[src/hw/srsu_pkg.sv]
// Constants shared by the status, command and output-format logic.
// Assumes one 10 MHz system clock and a synchronous active-high reset.
package srsu_pkg;

	// ----------------------------------------
	// Status byte bit positions
	// ----------------------------------------
	localparam int ST_DREADY = 0;
	localparam int ST_ERROR = 2;
	localparam int ST_LOCAL = 4;
	localparam int ST_POWER = 5;
	localparam int ST_PEND = 6;
	localparam int MASK_W = 5;

	// ----------------------------------------
	// Reset values
	// ----------------------------------------
	localparam logic [4:0] MASK_RST = 5'h00;
	localparam logic [2:0] FUNC_RST = 3'h1;

	// ----------------------------------------
	// Function codes accepted by the select command
	// ----------------------------------------
	localparam logic [11:0] FUNC_FIRST = 12'h001;
	localparam logic [11:0] FUNC_LAST = 12'h004;
	localparam logic [11:0] ARG_SAT = 12'hFFF;

	// ----------------------------------------
	// Characters
	// ----------------------------------------
	localparam logic [6:0] CH_SPACE = 7'h20;
	localparam logic [6:0] CH_COMMA = 7'h2C;
	localparam logic [6:0] CH_SEMI = 7'h3B;
	localparam logic [6:0] CH_CR = 7'h0D;
	localparam logic [6:0] CH_LF = 7'h0A;
	localparam logic [6:0] CH_ZERO = 7'h30;
	localparam logic [6:0] CH_NINE = 7'h39;
	localparam logic [6:0] CH_UA = 7'h41;
	localparam logic [6:0] CH_UZ = 7'h5A;
	localparam logic [6:0] CH_LA = 7'h61;
	localparam logic [6:0] CH_LZ = 7'h7A;
	localparam logic [6:0] CASE_BIT = 7'h20;
	localparam logic [6:0] CH_PLUS = 7'h2B;
	localparam logic [6:0] CH_MINUS = 7'h2D;
	localparam logic [6:0] CH_POINT = 7'h2E;
	localparam logic [6:0] CH_E = 7'h45;

	// Two-letter command words, upper case
	localparam logic [13:0] CMD_MASK_LOAD = {7'h53, 7'h4D};
	localparam logic [13:0] CMD_FUNC_SEL = {7'h46, 7'h55};

endpackage

[src/hw/srsu_chnorm.sv]
// Received character normaliser: strips parity, folds case, classifies.
// Assumes a byte from the bus with bit 7 as parity.
`timescale 1ns/10ps
module srsu_chnorm (
	input wire logic [7:0] raw,
	output logic [6:0] ch,
	output logic is_term,
	output logic is_digit,
	output logic is_alpha
);

	wire [6:0] low7 = raw[6:0]; // RULE_16
	wire is_lower = (low7 >= srsu_pkg::CH_LA) && (low7 <= srsu_pkg::CH_LZ);

	assign ch = is_lower ? (low7 & ~srsu_pkg::CASE_BIT) : low7; // RULE_14
	assign is_alpha = (ch >= srsu_pkg::CH_UA) && (ch <= srsu_pkg::CH_UZ);
	assign is_digit = (ch >= srsu_pkg::CH_ZERO) && (ch <= srsu_pkg::CH_NINE);
	// CR and LF also end a command so a line end never leaves one pending
	assign is_term = (ch == srsu_pkg::CH_SPACE) || (ch == srsu_pkg::CH_COMMA) ||
		(ch == srsu_pkg::CH_SEMI) || (ch == srsu_pkg::CH_CR) ||
		(ch == srsu_pkg::CH_LF); // RULE_15

endmodule // srsu_chnorm

[src/hw/srsu_fmt.sv]
// Measurement text serialiser with valid/ready handshake.
// Assumes digits arrive as packed BCD, most significant first.
`timescale 1ns/10ps
module srsu_fmt #(
	parameter int NBLANK = 2,
	parameter int JDIG = 1,
	parameter int KDIG = 8
) (
	input wire logic clk_sys,
	input wire logic rst,
	input wire logic start,
	input wire logic [7:0] alpha,
	input wire logic neg,
	input wire logic [(JDIG+KDIG)*4-1:0] bcd,
	input wire logic eneg,
	input wire logic [3:0] edig,
	input wire logic ready,
	output logic [7:0] ch_q,
	output logic valid_q,
	output logic done_q
);

	localparam int LEN = NBLANK + JDIG + KDIG + 8;
	localparam int P_SIGN = NBLANK + 1;
	localparam int P_POINT = P_SIGN + JDIG + 1;
	localparam int P_E = P_POINT + KDIG + 1;

	logic [7:0] idx_q, idx_d;
	logic [7:0] alpha_q;
	logic neg_q, eneg_q;
	logic [(JDIG+KDIG)*4-1:0] bcd_q;
	logic [3:0] edig_q;

	function automatic logic [7:0] char_at(input logic [7:0] i, input logic [7:0] a,
		input logic n, input logic [(JDIG+KDIG)*4-1:0] b, input logic en,
		input logic [3:0] ed);
		int d;
		d = 0;
		char_at = {1'b0, srsu_pkg::CH_SPACE};
		if (i == 8'h00) begin
			char_at = a;
		end else if (i == 8'(P_SIGN) || i == 8'(P_E + 1)) begin
			char_at = {1'b0, ((i == 8'(P_SIGN)) ? n : en) ? srsu_pkg::CH_MINUS
				: srsu_pkg::CH_PLUS};
		end else if (i == 8'(P_POINT)) begin
			char_at = {1'b0, srsu_pkg::CH_POINT};
		end else if (i == 8'(P_E)) begin
			char_at = {1'b0, srsu_pkg::CH_E};
		end else if (i == 8'(P_E + 2)) begin
			char_at = {4'h3, ed};
		end else if (i == 8'(P_E + 3)) begin
			char_at = {1'b0, srsu_pkg::CH_CR};
		end else if (i == 8'(P_E + 4)) begin
			char_at = {1'b0, srsu_pkg::CH_LF};
		end else if (i > 8'(P_SIGN)) begin
			d = (i < 8'(P_POINT)) ? int'(i) - P_SIGN - 1 : int'(i) - P_POINT - 1 + JDIG;
			char_at = {4'h3, b[(JDIG+KDIG-1-d)*4 +: 4]};
		end
	endfunction

	wire advance = valid_q && ready;
	wire last = (idx_q == 8'(LEN - 1));
	wire go = start && !valid_q;
	assign idx_d = go ? 8'h00 : 8'(idx_q + 8'h01);

	// RULE_17
	always_ff @(posedge clk_sys) begin
		if (rst) begin
			idx_q <= 8'h00;
			valid_q <= 1'b0;
			done_q <= 1'b0;
			ch_q <= 8'h00;
		end else begin
			done_q <= advance && last;
			if (go || (advance && !last)) begin
				idx_q <= idx_d;
				valid_q <= 1'b1;
				ch_q <= go ? char_at(8'h00, alpha, neg, bcd, eneg, edig)
					: char_at(idx_d, alpha_q, neg_q, bcd_q, eneg_q, edig_q);
			end else if (advance) begin
				valid_q <= 1'b0;
			end
		end
	end

	// Reading is latched so the text stays consistent while it drains
	always_ff @(posedge clk_sys) begin
		if (rst) begin
			alpha_q <= 8'h00;
			neg_q <= 1'b0;
			bcd_q <= '0;
			eneg_q <= 1'b0;
			edig_q <= 4'h0;
		end else if (go) begin
			alpha_q <= alpha;
			neg_q <= neg;
			bcd_q <= bcd;
			eneg_q <= eneg;
			edig_q <= edig;
		end
	end

endmodule // srsu_fmt

[src/hw/srsu_top.sv]
// Service request and status unit of a bus-controlled frequency counter.
// Holds the command parser, the enable mask, the status byte, the
// service request and the serial-poll answer; drives the text serialiser.
// Assumes bus bytes, poll and talk requests are one-cycle pulses on clk_sys.
//
// Contract
// RULE_01: Service request line asserts only while the instrument is remote.
// RULE_02: Mask can enable any mix of data ready, error, local, or none.
// RULE_03: Status bit 0 set while a finished reading awaits collection.
// RULE_04: Status bit 2 set while an error or failure is present.
// RULE_05: Status bit 4 set whenever the instrument is local.
// RULE_06: Bit 6 shows pending request, bit 5 power on; neither maskable.
// RULE_07: Condition bits follow their conditions whatever the mask says.
// RULE_08: Request raised when a condition sets with its mask bit set.
// RULE_09: Mask-load command converts its decimal argument into the mask.
// RULE_10: Arguments 0 to 255 accepted; only five low bits kept.
// RULE_11: Mask of zero disables all requests, status bits unchanged.
// RULE_12: Controller loads the mask before the condition it wants reported.
// RULE_13: Status byte readable by serial poll at any time.
// RULE_14: Command letters accepted in either case, treated alike.
// RULE_15: Space, comma and semicolon end the preceding command.
// RULE_16: Parity bit of every received character is ignored.
// RULE_17: Output text: alpha, blanks, sign, digits, point, digits, E, sign, digit, CR LF.
// RULE_18: Illegal function-select argument sets the error condition.
// RULE_19: Status bits 1, 3 and 7 always read zero.
`timescale 1ns/10ps
module srsu_top #(
	parameter int NBLANK = 2,
	parameter int JDIG = 1,
	parameter int KDIG = 8
) (
	input wire logic clk_sys,
	input wire logic rst,
	input wire logic [7:0] rx_char,
	input wire logic rx_valid,
	input wire logic rx_end,
	input wire logic remote,
	input wire logic meas_done,
	input wire logic fault,
	input wire logic dev_clear,
	input wire logic poll_req,
	input wire logic talk_start,
	input wire logic [7:0] meas_alpha,
	input wire logic meas_neg,
	input wire logic [(JDIG+KDIG)*4-1:0] meas_bcd,
	input wire logic exp_neg,
	input wire logic [3:0] exp_digit,
	input wire logic tx_ready,
	output logic srq_q,
	output logic [7:0] poll_byte_q,
	output logic poll_ack_q,
	output logic [2:0] func_sel_q,
	output logic [4:0] mask_q,
	output logic error_q,
	output logic [7:0] tx_char,
	output logic tx_valid,
	output logic tx_done
);

	// ----------------------------------------
	// Parser states
	// ----------------------------------------
	typedef enum logic [1:0] {
		SRSU_IDLE,
		SRSU_LET2,
		SRSU_ARG,
		SRSU_SKIP
	} srsu_pstate_t;

	srsu_pstate_t pst_q, pst_d;

	// ----------------------------------------
	// Helpers
	// ----------------------------------------
	// Decimal accumulate with saturation; oversized arguments stay large
	function automatic logic [11:0] dec_push(input logic [11:0] acc, input logic [3:0] d);
		logic [15:0] wide;
		wide = 16'({4'h0, acc} * 16'h000A) + 16'({12'h000, d});
		dec_push = (wide > 16'({4'h0, srsu_pkg::ARG_SAT})) ? srsu_pkg::ARG_SAT
			: wide[11:0];
	endfunction

	// One flag placed at its own bit of the status byte;
	// keeps every field of the byte built the same way
	function automatic logic [7:0] at_bit(input logic v, input int pos);
		logic [7:0] one;
		one = 8'h00;
		one[pos] = v;
		at_bit = one;
	endfunction

	// ----------------------------------------
	// Character classification
	// ----------------------------------------
	logic [6:0] rx_norm;
	logic rx_term, rx_digit, rx_alpha;

	srsu_chnorm u_chnorm (
		.raw(rx_char),
		.ch(rx_norm),
		.is_term(rx_term),
		.is_digit(rx_digit),
		.is_alpha(rx_alpha)
	);

	// ----------------------------------------
	// Command word and argument
	// ----------------------------------------
	logic [6:0] let1_q, let1_d;
	logic [13:0] word_q, word_d;
	logic [11:0] arg_q, arg_d;
	logic has_arg_q, has_arg_d;

	wire in_arg = (pst_q == SRSU_ARG);
	// A letter straight after an argument starts the next command
	wire end_cmd = in_arg && ((rx_valid && (rx_term || rx_alpha)) || rx_end); // RULE_15

	// ----------------------------------------
	// Command execution
	// ----------------------------------------
	wire word_is_mask = (word_q == srsu_pkg::CMD_MASK_LOAD);
	wire word_is_func = (word_q == srsu_pkg::CMD_FUNC_SEL);
	// An empty mask command leaves the mask alone
	wire exec_mask = end_cmd && word_is_mask && has_arg_q;
	wire exec_func = end_cmd && word_is_func;
	// A missing argument counts as illegal, like an out-of-range code
	wire func_legal = has_arg_q && (arg_q >= srsu_pkg::FUNC_FIRST) &&
		(arg_q <= srsu_pkg::FUNC_LAST);
	wire func_bad = exec_func && !func_legal; // RULE_18

	always_comb begin
		pst_d = pst_q;
		let1_d = let1_q;
		word_d = word_q;
		arg_d = arg_q;
		has_arg_d = has_arg_q;
		if (rx_end && !rx_valid) begin
			pst_d = SRSU_IDLE;
		end else if (rx_valid) begin
			unique case (pst_q)
				SRSU_IDLE: begin
					if (rx_alpha) begin
						let1_d = rx_norm;
						pst_d = SRSU_LET2;
					end else if (!rx_term) begin
						pst_d = SRSU_SKIP;
					end
				end
				SRSU_LET2: begin
					if (rx_alpha) begin
						word_d = {let1_q, rx_norm};
						arg_d = 12'h000;
						has_arg_d = 1'b0;
						pst_d = SRSU_ARG;
					end else begin
						pst_d = rx_term ? SRSU_IDLE : SRSU_SKIP;
					end
				end
				SRSU_ARG: begin
					if (rx_digit) begin
						arg_d = dec_push(arg_q, rx_norm[3:0]); // RULE_09
						has_arg_d = 1'b1;
					end else if (rx_alpha) begin
						let1_d = rx_norm;
						pst_d = SRSU_LET2;
					end else begin
						pst_d = rx_term ? SRSU_IDLE : SRSU_SKIP;
					end
				end
				SRSU_SKIP: begin
					if (rx_term) begin
						pst_d = SRSU_IDLE;
					end
				end
			endcase
		end
	end

	always_ff @(posedge clk_sys) begin
		if (rst) begin
			pst_q <= SRSU_IDLE;
			let1_q <= 7'h00;
			word_q <= 14'h0000;
			arg_q <= 12'h000;
			has_arg_q <= 1'b0;
		end else begin
			pst_q <= pst_d;
			let1_q <= let1_d;
			word_q <= word_d;
			arg_q <= arg_d;
			has_arg_q <= has_arg_d;
		end
	end

	// ----------------------------------------
	// Enable mask and function select
	// ----------------------------------------
	// Values up to 255 and beyond all load; only the low five bits are kept
	always_ff @(posedge clk_sys) begin
		if (rst) begin
			mask_q <= srsu_pkg::MASK_RST;
		end else if (exec_mask) begin
			mask_q <= arg_q[srsu_pkg::MASK_W-1:0]; // RULE_10
		end
	end

	always_ff @(posedge clk_sys) begin
		if (rst) begin
			func_sel_q <= srsu_pkg::FUNC_RST;
		end else if (exec_func && func_legal) begin
			func_sel_q <= arg_q[2:0];
		end
	end

	// ----------------------------------------
	// Conditions
	// ----------------------------------------
	logic dready_q;
	logic fmt_done;

	// New reading wins over a collection finishing in the same cycle
	always_ff @(posedge clk_sys) begin
		if (rst) begin
			dready_q <= 1'b0;
		end else if (meas_done) begin
			dready_q <= 1'b1; // RULE_03
		end else if (fmt_done || dev_clear) begin
			dready_q <= 1'b0;
		end
	end

	// Device clear removes the error; a new bad code in that cycle keeps it
	always_ff @(posedge clk_sys) begin
		if (rst) begin
			error_q <= 1'b0;
		end else if (func_bad) begin
			error_q <= 1'b1; // RULE_18
		end else if (dev_clear) begin
			error_q <= 1'b0;
		end
	end

	wire err_now = error_q || fault; // RULE_04
	wire local_now = !remote; // RULE_05

	// ----------------------------------------
	// Status byte fields
	// ----------------------------------------
	// Bits 1, 3 and 7 have no source and so always read zero
	wire [7:0] dready_bit = at_bit(dready_q, srsu_pkg::ST_DREADY); // RULE_03
	wire [7:0] err_bit = at_bit(err_now, srsu_pkg::ST_ERROR); // RULE_04
	wire [7:0] local_bit = at_bit(local_now, srsu_pkg::ST_LOCAL); // RULE_05

	// Status conditions never pass through the mask
	logic [7:0] cond;
	assign cond = dready_bit | err_bit | local_bit; // RULE_07

	// ----------------------------------------
	// Service request
	// ----------------------------------------
	logic [7:0] cond_prev_q;
	logic pend_q, pend_d;

	wire [4:0] masked_cond = cond[4:0] & mask_q; // RULE_02
	// Only a fresh condition counts; mask set later does not look back
	wire [4:0] rise = masked_cond & ~cond_prev_q[4:0]; // RULE_08
	wire poll_take = poll_req;

	// A rise in the poll cycle keeps the request pending
	assign pend_d = (|rise) ? 1'b1 : (poll_take ? 1'b0 : pend_q); // RULE_11

	always_ff @(posedge clk_sys) begin
		if (rst) begin
			cond_prev_q <= 8'h00;
			pend_q <= 1'b0;
		end else begin
			cond_prev_q <= cond;
			pend_q <= pend_d;
		end
	end

	// ----------------------------------------
	// Request line
	// ----------------------------------------
	// Going local hides the line, but the request stays pending
	// and shows again on return to remote if not polled first
	always_ff @(posedge clk_sys) begin
		if (rst) begin
			srq_q <= 1'b0;
		end else begin
			srq_q <= pend_d && remote; // RULE_01
		end
	end

	// ----------------------------------------
	// Serial poll answer
	// ----------------------------------------
	wire [7:0] pend_bit = at_bit(pend_q, srsu_pkg::ST_PEND); // RULE_06
	// Power-on reads one whenever the logic is clocked at all
	wire [7:0] status_byte = cond | pend_bit | at_bit(1'b1, srsu_pkg::ST_POWER); // RULE_06 RULE_19

	always_ff @(posedge clk_sys) begin
		if (rst) begin
			poll_ack_q <= 1'b0;
		end else begin
			poll_ack_q <= poll_take;
		end
	end

	// Byte is frozen at the poll so a slow reader sees one sample
	always_ff @(posedge clk_sys) begin
		if (rst) begin
			poll_byte_q <= 8'h00;
		end else if (poll_take) begin
			poll_byte_q <= status_byte; // RULE_13
		end
	end

	// ----------------------------------------
	// Measurement text
	// ----------------------------------------
	srsu_fmt #(
		.NBLANK(NBLANK),
		.JDIG(JDIG),
		.KDIG(KDIG)
	) u_fmt (
		.clk_sys(clk_sys),
		.rst(rst),
		.start(talk_start),
		.alpha(meas_alpha),
		.neg(meas_neg),
		.bcd(meas_bcd),
		.eneg(exp_neg),
		.edig(exp_digit),
		.ready(tx_ready),
		.ch_q(tx_char),
		.valid_q(tx_valid),
		.done_q(fmt_done)
	);

	// Done is already a flop inside the serialiser, so no extra lag
	assign tx_done = fmt_done;

endmodule // srsu_top

[config.mk]
export PLATFORM = sky130hd
export DESIGN_NAME = srsu_top
export DESIGN_NICKNAME = d
export VERILOG_FILES = /design/src/hw/srsu_pkg.sv /design/src/hw/srsu_chnorm.sv /design/src/hw/srsu_fmt.sv /design/src/hw/srsu_top.sv
export SDC_FILE = /design/constraint.sdc
export NUM_CORES = 1
export LEC_CHECK = 0
export BUFFER_PORTS_ARGS = -buffer_cell sky130_fd_sc_hd__clkbuf_2
export CAP_MARGIN = 30
export CORE_MARGIN = 10
export CORE_UTILIZATION = 60
export CTS_CLUSTER_SIZE = 20
export DETAILED_ROUTE_END_ITERATION = 16
export HOLD_SLACK_MARGIN = 0.12
export PLACE_DENSITY = 0.83
export SYNTH_ARGS = -nofsm -noshare
export SYNTH_HDL_FRONTEND = slang
export SYNTH_SLANG_ARGS = --single-unit
[constraint.sdc]
create_clock -name clk_sys -period 11.01 [get_ports clk_sys]
set_clock_uncertainty 0.1 [all_clocks]
set_input_delay 0.5505 -clock clk_sys [delete_from_list [all_inputs] [get_ports clk_sys]]
set_output_delay 0.5505 -clock clk_sys [all_outputs]
set_load 0.005 [all_outputs]
# After elaboration in Yosys (flattened, before gate mapping)
# Cells that the tools add are included.
op_classes:
  shifts: 1
  muxes: 40
  n_eq_ne: 23
  n_lt_le_gt_ge: 11
  n_bitwise: 7
  multipliers: 1
  addsub: 8
  n_reduce_logical: 46
op_table:
  columns: ["operator", "count"]
  rows:
  - ["two-way mux 8 bit", 9]
  - ["subtractor 30 x 2 -> 30 bit (second input constant)", 2]
  - ["two-way mux 12 bit", 3]
  - ["variable part select 36 x 32 -> 4 bit", 1]
  - ["equality test 8 x 5 -> 1 bit (second input constant)", 4]
  - ["adder 30 x 2 -> 30 bit (second input constant)", 1]
  - ["two-way mux 30 bit", 1]
  - ["subtractor 5 x 30 -> 30 bit (first input constant)", 1]
  - ["equality test 14 bit (second input constant)", 2]
  - ["case mux 12 bit (2 select lines)", 1]
  - ["equality test 7 x 6 -> 1 bit (second input constant)", 3]
  - ["logical AND 1 bit", 18]
  - ["adder 16 x 4 -> 16 bit", 1]
  - ["equality test 8 x 4 -> 1 bit (second input constant)", 2]
  - ["> comparator 16 x 12 -> 1 bit (second input constant)", 1]
  - ["multiplier 12 x 3 -> 15 bit (second input constant)", 1]
  - ["equality test 7 x 4 -> 1 bit (second input constant)", 2]
  - ["greater-or-equal comparator 7 bit (second input constant)", 2]
  - ["<= comparator 7 bit (second input constant)", 2]
  - ["two-way mux 2 bit", 7]
  - ["two-way mux 7 bit", 2]
  - ["case mux 7 bit (2 select lines)", 1]
  - ["greater-or-equal comparator 12 x 1 -> 1 bit (second input constant)", 1]
  - ["<= comparator 12 x 3 -> 1 bit (second input constant)", 1]
  - ["other kinds (34)", 68]
word_totals:
  ff_bits: 130
  input_bits: 69
  elab_cells: 160
  out_inout_bits: 29

# Longest topological paths before layout
# Gate-level depths: netlist of the first run.
logic_depth:
  depth_word: 18
  mapped_depth: 18
  mapped_depth_nobuf: 17

# Hierarchy
# From an unflattened synthesis of the first run, not the netlist that was laid out.
hier_totals:
  cells_unflattened: 897
  hier_area_um2: 7397.1
by_module_without_submodules:
  columns: ["module", "cells_per_inst", "area_per_inst_um2", "seq_area_each_um2", "instances"]
  rows:
  - ["srsu_fmt", 506, 3982.6, 1361.3, 1]
  - ["srsu_top", 366, 3235.6, 1141.1, 1]
  - ["srsu_chnorm", 25, 178.9, 0.0, 1]

# Worst setup path after synthesis of the first run
# No wires, ideal clock.
synth_path:
  path_kind: "flip-flop to flip-flop"
  from: "register u_fmt.idx_q[1]"
  to: "register u_fmt.ch_q[1]"
  path_buffers: 1
  synth_period_minus_slack_ns: 4.103
  setup_ns: 0.134
  t_required_ns: 10.776
  arrival_time_ns: 3.869
  stages_incl_launch_ff: 19
  slack_ns: 6.907
  cell_sequence: "dfxtp_1 > ha_1 > buf_6 > or3_1 > a211oi_2 > nor3_2 > nor3_4 > xnor2_2 > inv_1 > ha_1 > nor2_1 > mux2i_1 > o32a_1 > o21ai_1 > mux2i_1 > nand2_1 > a32o_1 > a41oi_1 > nor4_1"
synth_between:
  elab_chain_cells: 17
  elab_cells_between_ends: 36
synth_lines:
  columns: ["item", "line_no", "rtl"]
  rows:
  - ["start, declared", "srsu_fmt.sv:28", "logic [7:0] idx_q, idx_d;"]
  - ["start signal, assigned", "srsu_fmt.sv:76", "idx_q <= idx_d;"]
  - ["adder 8 x 1 -> 8 bit", "srsu_fmt.sv:64", "assign idx_d = go ? 8'h00 : 8'(idx_q + 8'h01);"]
  - ["two-way mux 8 bit", "srsu_fmt.sv:64", null]
  - ["subtractor 8 x 3 -> 9 bit", "srsu_fmt.sv:56", "d = (i < 8'(P_POINT)) ? int'(i) - P_SIGN - 1 : int'(i) - P_POINT - 1 + JDIG;"]
  - ["subtractor 30 x 2 -> 30 bit", "srsu_fmt.sv:56", null]
  - ["adder 30 x 2 -> 30 bit", "srsu_fmt.sv:56", null]
  - ["two-way mux 30 bit", "srsu_fmt.sv:56", null]
  - ["subtractor 5 x 30 -> 30 bit", "srsu_fmt.sv:57", "char_at = {4'h3, b[(JDIG+KDIG-1-d)*4 +: 4]};"]
  - ["variable part select 36 x 32 -> 4 bit", "srsu_fmt.sv:57", null]
  - ["two-way mux 5 bit", "srsu_fmt.sv:55", "end else if (i > 8'(P_SIGN)) begin"]
  - ["two-way mux 8 bit", "srsu_fmt.sv:53", "end else if (i == 8'(P_E + 4)) begin"]
  - ["two-way mux 8 bit", "srsu_fmt.sv:51", "end else if (i == 8'(P_E + 3)) begin"]
  - ["two-way mux 8 bit", "srsu_fmt.sv:49", "end else if (i == 8'(P_E + 2)) begin"]
  - ["two-way mux 8 bit", "srsu_fmt.sv:47", "end else if (i == 8'(P_E)) begin"]
  - ["two-way mux 8 bit", "srsu_fmt.sv:45", "end else if (i == 8'(P_POINT)) begin"]
  - ["two-way mux 8 bit", "srsu_fmt.sv:42", "end else if (i == 8'(P_SIGN) || i == 8'(P_E + 1)) begin"]
  - ["two-way mux 8 bit", "srsu_fmt.sv:40", "if (i == 8'h00) begin"]
  - ["two-way mux 8 bit", "srsu_fmt.sv:78", "ch_q <= go ? char_at(8'h00, alpha, neg, bcd, eneg, edig)"]
  - ["end signal, assigned", "srsu_fmt.sv:78", null]
  - ["end, declared", "srsu_fmt.sv:18", "output logic [7:0] ch_q,"]
# Parallel ways exist; a longest one is shown, timed or not.
# A chain may end at the register's enable or synchronous reset.

# Final worst setup path of the first run
layout_path:
  from: "register u_fmt.valid_q"
  to: "register u_fmt.ch_q[3]"
layout_between:
  elab_chain_cells: 18
  elab_cells_between_ends: 34
layout_lines:
  columns: ["item", "line_no", "rtl"]
  rows:
  - ["start, declared", "srsu_fmt.sv:19", "output logic valid_q,"]
  - ["start signal, assigned", "srsu_fmt.sv:70", "valid_q <= 1'b0;"]
  - ["start signal, assigned", "srsu_fmt.sv:77", "valid_q <= 1'b1;"]
  - ["start signal, assigned", "srsu_fmt.sv:81", "valid_q <= 1'b0;"]
  - ["logical NOT 1 bit", "srsu_fmt.sv:63", "wire go = start && !valid_q;"]
  - ["logical AND 1 bit", "srsu_fmt.sv:63", null]
  - ["two-way mux 8 bit", "srsu_fmt.sv:64", null]
  - ["subtractor 8 x 3 -> 9 bit", "srsu_fmt.sv:56", null]
  - ["subtractor 30 x 2 -> 30 bit", "srsu_fmt.sv:56", null]
  - ["adder 30 x 2 -> 30 bit", "srsu_fmt.sv:56", null]
  - ["two-way mux 30 bit", "srsu_fmt.sv:56", null]
  - ["subtractor 5 x 30 -> 30 bit", "srsu_fmt.sv:57", null]
  - ["[2 not listed]", null, null]
  - ["two-way mux 8 bit", "srsu_fmt.sv:53", null]
  - ["two-way mux 8 bit", "srsu_fmt.sv:51", null]
  - ["two-way mux 8 bit", "srsu_fmt.sv:49", null]
  - ["two-way mux 8 bit", "srsu_fmt.sv:47", null]
  - ["two-way mux 8 bit", "srsu_fmt.sv:45", null]
  - ["two-way mux 8 bit", "srsu_fmt.sv:42", null]
  - ["two-way mux 8 bit", "srsu_fmt.sv:40", null]
  - ["two-way mux 8 bit", "srsu_fmt.sv:78", null]
# Parallel ways exist; a longest one is shown, timed or not.

==> impl_results.md, run 1 <==
* #FFs+latches synth at ~130
* Cell Area, Synth at about 0.0069 mm^2
* Placed Cells at roughly 1000
* Setup Crit Path Kind: reg2reg
* Slowest-stage cell, CP: o21ai_1
* Max Slew Vio Count at 0
* Core ar. at approximately 0.011 mm^2
* Sequential fraction of the synthesis area at 36.4%
* Final hold vios at 0
* Synth Warn # at 0
* RD Place Congestion at 0.896
* H-tree levels at 4
* Endpoints failing setup at 0
* # resized after CTS at 0
* CP Capture Type: flop
* Crit path max fanout at 69
* Worst endpoint required time at 11.26 ns
* Total congestion overflow at 0
* RSZ-0062 raised after global routing: false
* Post-DP HPWL at about 12000 um
* # Max-Cap Violations at 0
* Setup_tns at 0 ns
* Top-Level Pins at 98
* Slew HR at 42.3%
* Global-route wire length before repair at between 20000 and 30000 um
* Power share of the clock group at 46.4%
* Area growth syn-to-layout at 15.6%
* CTS max path bufs at 2
* Post-DRT Antenna Nets at 0
* Finished Layout Cells at between 1000 and 1500
* Fmax at 0.194 GHz
* PnR worst setup slack at 5.85 ns
* Clk root buf: clkbuf_16
* Power Internal at 0.000884 W
* Largest net degree at the start of global routing at just under 90
* Critical Path AT at approximately 5.4 ns
* Fin crit period at just over 5 ns
* Cts hold-fix bufs at 0
* Asr flop ratio synth at 0%
* Dpl ws at 5.83 ns
* TritonCTS sink count at ~130
* Unique cell type count in the Yosys netlist at 67
* Overall via count from detail_route at about 6300
* Share of the synthesized area in the top cell type at 36.4%
* Worst slew pin tran at roughly 0.86 ns
* Pre-antenna DRT Iters at 5
* CTS buffer count at 17
* Row count at 39
* Gr usage total at 20.9%
* Avg WL per Cell at about 16 um
* Hold Startpoint: remote
* Clk slew on worst S/H paths at 0.06 ns
* Status: complete, no violations
* FILL cells at between 900 and 1000
* Power Total at 0.00118 W
* Initial DRC Count at 480
* Maximum vdd drop at between 100 and 150 uV
* Static Leak at about 3.2 nW
* Synth Flop Type: dfxtp_1
* Die area at 0.0162 mm^2
* Nets at 1022
* Comb power frac at ~13%
* Layout cells sized above 1 at between 10% and 20%
* Reg power frac at 41.1%
* Post-synth EDFFs at 0
* CP Cell Sequence: nand2b_2, buf_4, nand2_1, a21oi_1, nor3_4, xnor2_2, inv_1, ha_1, xnor2_1, nand2_1, o21ai_1, mux2i_1, a2111oi_0, o211ai_1, a21oi_1
* Mapped Cells at ~850
* Worst Hold Class: in2reg
* Yosys top cell by area: dfxtp_1
* Count of input and output buffers at 93
* Register Area at around 0.0025 mm^2
* Sw power at 0.000296 W
* Antenna violations before repair at 0
* Number of global-route vias before repair at roughly 6000
* Final WL at 17200 um
* # Post-CTS Setup Buffers at 0
* Synth area leaders: dfxtp_1, nand2_1, a21oi_1, ha_1, nor2_1
* Tcrit/Tclk final at a little under half
* Switching part of the total at between 20% and 30%
* Max incr delay on CP at about 0.61 ns
* Starting Density at between 60 and 70%
* Die Ht at 127 um
* Crit path from: u_fmt.valid_q
* Avg Cell Area, Syn at just over 8 um^2
* Startpoint types: flop
* RR Startpoint: u_fmt.valid_q
* Area of the multi-input gates at 0.00412 mm^2
* PwrDens at 148 mW/mm^2
* Diode count at 0
* Drt drc at 0
* Clock Latency Late Sink at around 0.42 ns
* Chip width at about 130 um
* CTS tree: done
* Vias/cell at 5.86
## per-layer routing
| metal | vias to the layer above | wire (um) | global-route usage [%] | part of all wire [%] |
|---|---|---|---|---|
| met4 | 0 | 340 | 8.31 | 2.0 |
| met3 | 25 | 1200 | 5.83 | 7.0 |
| met5 | - | 0 | 0 | 0 |
| li1 | 3146 | - | - | - |
| met2 | 197 | 7860 | 32.6 | 46 |
| met1 | 2923 | 7830 | 26.7 | 45 |
## cells in the final DEF (no fill, tap or decap), drive strengths merged, types with 4 or more instances in the layout
| cell type | netlist | layout |
|---|---|---|
| or3 | 13 | 13 |
| clkinv | 1 | 5 |
| nor4 | 5 | 5 |
| ha | 31 | 31 |
| nor3b | 7 | 7 |
| nor2b | 11 | 11 |
| a2111oi | 5 | 5 |
| nand2b | 10 | 10 |
| inv | 20 | 20 |
| mux2i | 23 | 23 |
| nor3 | 23 | 23 |
| xnor2 | 17 | 17 |
| o21ai | 25 | 25 |
| and2 | 4 | 4 |
| a221oi | 12 | 12 |
| mux4 | 11 | 11 |
| a21oi | 98 | 98 |
| a31oi | 7 | 7 |
| dfxtp | 125 | 125 |
| nand2 | 175 | 175 |
| nand4 | 6 | 6 |
| a211oi | 10 | 10 |
| nor2 | 66 | 66 |
| clkbuf | 36 | 115 |
| xor2 | 15 | 15 |
| a21o | 7 | 7 |
| buf | 12 | 6 |
| nand3 | 19 | 19 |
| o22ai | 4 | 4 |
| o211ai | 4 | 4 |
## cell type report
cell class	count	share of cell area, %
clock inverters	7	1.10
flip-flops and latches	125	31.5
well taps	143	2.25
repair buffers	98	6.32
inverters	21	0.991
clock buffers	23	6.13
multi-input cells	657	51.7
## flip-flops by register name, summed over array words and instances, names as in the netlist, 2 cells and up
signal	flops
arg_q	12
cond_prev_q	3
func_sel_q	3
let1_q	7
mask_q	5
poll_byte_q	5
pst_q	2
u_fmt.alpha_q	8
u_fmt.bcd_q	36
u_fmt.ch_q	8
u_fmt.edig_q	4
u_fmt.idx_q	8
word_q	14
## cell usage after synthesis, drive strengths merged, types with 15 or more instances
cell type and instances:
nand2 175, dfxtp 125, a21oi 98, nor2 66, clkbuf 36, ha 31
o21ai 25, mux2i 23, nor3 23, inv 20, nand3 19, xnor2 17
xor2 15
## worst paths after layout
| check | endpoint | depth (start not counted) | slack (ns) |
|---|---|---|---|
| worst max-delay path | u_fmt.ch_q[3] | 15 | 5.85 |
| worst min-delay path | cond_prev_q[4] | 2 | 0.25 |
| worst max register to register | u_fmt.ch_q[3] | 15 | 5.85 |
| worst min register to register | word_q[12] | 2 | 0.34 |
## power by group through the flow
stage / Combinational, W / Clock (W) / Sequential (W)
after floorplan: 0.000105 / 0 / 0.000490
after global placement: 0.000143 / 0 / 0.000493
after detailed placement: 0.000146 / 0 / 0.000494
after CTS: 0.000147 / 0.000550 / 0.000485
after global routing: 0.000164 / 0.000570 / 0.000487
final: 0.000148 / 0.000548 / 0.000485
## logic make-up (layout without fill, tap and decap cells)
kind of cell / Yosys count / in the layout / synth area share, %
buffers and inverters: 69 / 149 / 4.11
other: 1 / 3 / 0.0545
AO/OA/AOI/OAI: 197 / 197 / 18.1
adder cells (fa/ha/maj): 33 / 33 / 6.22
AND/OR/NAND/NOR: 358 / 358 / 23.9
multiplexers: 34 / 34 / 7.11
flip-flops: 125 / 125 / 36.4
XOR/XNOR: 32 / 32 / 4.18
## critical path, delay by kind of cell (launching register included)
family | cells | cell delay (ns)
buf+inv | 2 | 0.61
compound gates | 5 | 2.07
simple gates | 4 | 0.75
mux | 1 | 0.16
flops | 1 | 0.45
fa+ha+maj | 1 | 0.26
xor+xnor | 2 | 0.65
## through the flow
step | utilization, % | hold WS, ns | area [um^2]
after floorplan | - | 0.327 | 6890
after global placement | 65.1 | 0.333 | 7370
after detailed placement | 65.2 | 0.340 | 7380
after CTS | 70.3 | 0.242 | 7960
after global routing | 70.3 | 0.251 | 7960
final | 70.3 | 0.245 | 7960
(Power assumes the default switching activity.)
==> run 2: changes to the inputs <==
- ABC_AREA: not set -> 1
- CORE_UTILIZATION: 60 -> 58
- PLACE_DENSITY: 0.83 -> 0.8
- clock period: 11.01 -> 5.2 ns (I/O delays scaled with it)
==> impl_results.md, run 2 <==
* Status: complete, no violations (unchanged)
* Area growth syn-to-layout at 24.5% (was 15.6%)
* Critical path's top delay family: simple AND/OR/NAND/NOR gates (was compound AO/OA/AOI/OAI gates)
* Top-Level Pins at 98 (unchanged)
* GRT Max-Usage Layer: met2 (unchanged)
* Overall via count from detail_route at 7273 (was 6291)
* CTS tree: done (unchanged)
* Max Slew Vio Count at 0 (unchanged)
* CTS max path bufs at 2 (unchanged)
* Setup Crit Path Kind: in2reg (was reg2reg)
* Met1 usage at 27.5% (was 26.7%)
* RSZ-0062 raised after global routing: false (unchanged)
* Core ar. at 0.0120 mm^2 (was 0.0113 mm^2)
* Adder-Cell Fraction of Synth Area at 6.06% (was 6.22%)
* Drt drc at 0 (unchanged)
* Synth area leaders: dfxtp_1, nand2_1, a21oi_1, o21ai_0, inv_1 (was dfxtp_1, nand2_1, a21oi_1, ha_1, nor2_1)
* Slowest-stage cell, CP: dlygate4sd3_1 (was o21ai_1)
* Avg WL per Cell at 15.4 um (was 16.0 um)
* Count of input and output buffers at 93 (unchanged)
* Unique cell type count in the Yosys netlist at 50 (was 67)
* Synth Area in Simple Gates at 27.4% (was 23.9%)
* Worst slew pin tran at 0.848 ns (was 0.864 ns)
* RD Place Congestion at 0.932 (was 0.896)
* Most common cell on crit path: nand2_1
* Synth Flop Type: dfxtp_1 (unchanged)
* Mapped Cells at 1027 (was 849)
* Slew HR at 43.5% (was 42.3%)
* Max reg flops at 36 (unchanged)
* Power Total at 0.00280 W (was 0.00118 W)
* Startpoint types: primary input (was flop)
* Clock Latency Late Sink at 0.43 ns (was 0.42 ns)
* Asr flop ratio synth at 0% (unchanged)
* Nets at 1266 (was 1022)
* Initial DRC Count at 619 (was 480)
* Largest family of logic cells by synthesized area: simple AND/OR/NAND/NOR gates (unchanged)
* # Max-Cap Violations at 0 (unchanged)
* Post-DP HPWL at 13000 um (was 12000 um)
* Biggest regs: u_fmt.bcd_q: 36 flops, word_q: 14 flops, arg_q: 12 flops (unchanged)
* PwrDens at 319 mW/mm^2 (was 148 mW/mm^2)
* Starting Density at 59.1% (was 60.8%)
* Yosys top cell by area: dfxtp_1 (unchanged)
* Synth Warn # at 0 (unchanged)
* Worst endpoint required time at 5.46 ns (was 11.26 ns)
* CTS buffer count at 17 (unchanged)
* Clk root buf: clkbuf_16 (unchanged)
* Most common cell in the netlist: nand2_1 (unchanged)
* Pre-antenna DRT Iters at 7 (was 5)
* #FFs+latches synth at 125 (unchanged)
* Total congestion overflow at 0 (unchanged)
* Met2 usage at 42.8% (was 32.6%)
* Synth Area in XOR/XNOR at 2.11% (was 4.18%)
* Share of the synthesized area in the top cell type at 35.4% (was 36.4%)
* Static Leak at 4.10 nW (was 3.21 nW)
* Met3 Usage GRT at 5.16% (was 5.83%)
* Fmax at between 0.2 and 0.25 GHz
* Crit path max fanout at 47 (was 69)
* TritonCTS sink count at 125 (unchanged)
* Avg Cell Area, Syn at 6.88 um^2 (was 8.11 um^2)
* Post-DRT Antenna Nets at 0 (unchanged)
* Final instance area at 0.00880 mm^2 (was 0.00796 mm^2)
* Setup_tns at 0 ns (unchanged)
* Most frequent cells after synthesis: nand2_1, dfxtp_1, inv_1 (was nand2_1, dfxtp_1, a21oi_1)
* Hold_ws at 0.120 ns (was 0.245 ns)
* Multiplexer share of the synthesized area at 0% (was 7.11%)
* Clk slew on worst S/H paths at 0.06 ns (about the same)
* Largest net degree at the start of global routing at 59 (was 88)
* Dpl cell area at 0.00757 mm^2 (was 0.00738 mm^2)
* Critical Path AT at 4.35 ns (was 5.42 ns)
* Max incr delay on CP at 0.54 ns (was 0.61 ns)
* Maximum vdd drop at 254 uV (was 108 uV)
* Cell Area, Synth at 0.00707 mm^2 (was 0.00688 mm^2)
* Top reg by flops: u_fmt.bcd_q (unchanged)
* Final hold vios at 0 (unchanged)
* Global-route wire length before repair at 33800 um (was 28500 um)
* CP Capture Type: flop (unchanged)
* Row count at 40 (was 39)
* Final WL at 20400 um (was 17200 um)
* Antenna violations before repair at 1 (was 0)
* Chip width at 130 um (was 127 um)
* Sequential fraction of the synthesis area at 35.4% (was 36.4%)
* Commonest non-fill, non-tap cells in the layout: nand2_1, dfxtp_1, inv_1 (was nand2_1, dfxtp_1, a21oi_1)
* Most common cell after layout, fill and taps aside: nand2_1 (unchanged)
* CP Buf/Inv Count at 4 (was 2)
* Number of global-route vias before repair at 7127 (was 5999)
* Endpoints failing setup at 0 (unchanged)
* H-tree levels at 4 (unchanged)
* Die area at 0.0170 mm^2 (was 0.0162 mm^2)
* Gr usage total at 24.6% (was 20.9%)
* Vias/cell at 5.49 (was 5.86)
* Synth Area in Compound Gates at 19.0% (was 18.1%)
* Tcrit/Tclk final at 78.7%
* Worst Hold Class: in2reg (unchanged)
* Layout cells sized above 1 at 14.6% (was 15.8%)
* Final Core Density at 73.6% (was 70.3%)
* Die Ht at 130 um (was 127 um)
* # resized after CTS at 0 (unchanged)
* Fin crit period at 4.09 ns
* Post-synth EDFFs at 0 (unchanged)
==> run 2: path summary, 6_finish.rpt <==
path | from | to | cells after the start | slack (ns)
hold reg to reg | let1_q[5] | let1_q[5] | 2 | 0.34
setup reg to reg | u_fmt.valid_q | u_fmt.ch_q[1] | 25 | 1.16
setup / recovery | talk_start | u_fmt.ch_q[1] | 26 | 1.11
hold / removal | rx_char[2] | let1_q[2] | 3 | 0.12
==> run 2: logic make-up after synthesis <==
kind of cell,Yosys count
AND/OR/NAND/NOR,426
adder cells (fa/ha/maj),33
other,1
buffers and inverters,175
flip-flops,125
XOR/XNOR,17
AO/OA/AOI/OAI,250
==> run 2: timing repair <==
item / CTS / global route
endpoints found under the hold margin: 71 / 0
endpoints found under the setup margin: 0 / 0
setup buffers: 0 / 0
hold buffers: 61 / 0
==> run 2: per-layer routing <==
| metal | share of wire [%] | vias up | routed length [um] |
|---|---|---|---|
| met2 | 50 | 254 | 10300 |
| li1 | - | 3667 | - |
| met1 | 41 | 3286 | 8360 |
| met4 | 3.8 | 0 | 769 |
| met5 | 0 | - | 0 |
| met3 | 5.0 | 66 | 1030 |
==> run 2: report_power, final <==
part           switching, W  internal, W  leakage [nW]  total (W)
sequential        0.0000295      0.00101          1.02    0.00104
combinational      0.000323     0.000191          2.78   0.000515
clock              0.000449     0.000800         0.294    0.00125
==> run 2: cell type report <==
type	instances	area, um^2
flip-flops and latches	125	2500
clock inverters	9	135
diodes	2	5.00
inverters	133	499
repair buffers	158	1130
clock buffers	21	480
fillers	944	3160
multi-input cells	729	3870
well taps	147	184
==> run 2: stage by stage <==
step,std cells,setup WS [ns]
final,1324,1.11
after detailed placement,1231,1.25
after global placement,1229,1.29
after CTS,1322,1.17
after global routing,1323,0.662
after floorplan,1029,1.86
==> run 2: worst min-delay path, cell delays in order <==
cell and delay, ns:
clkbuf_2 0.14, inv_1 0.13, a21oi_1 0.07
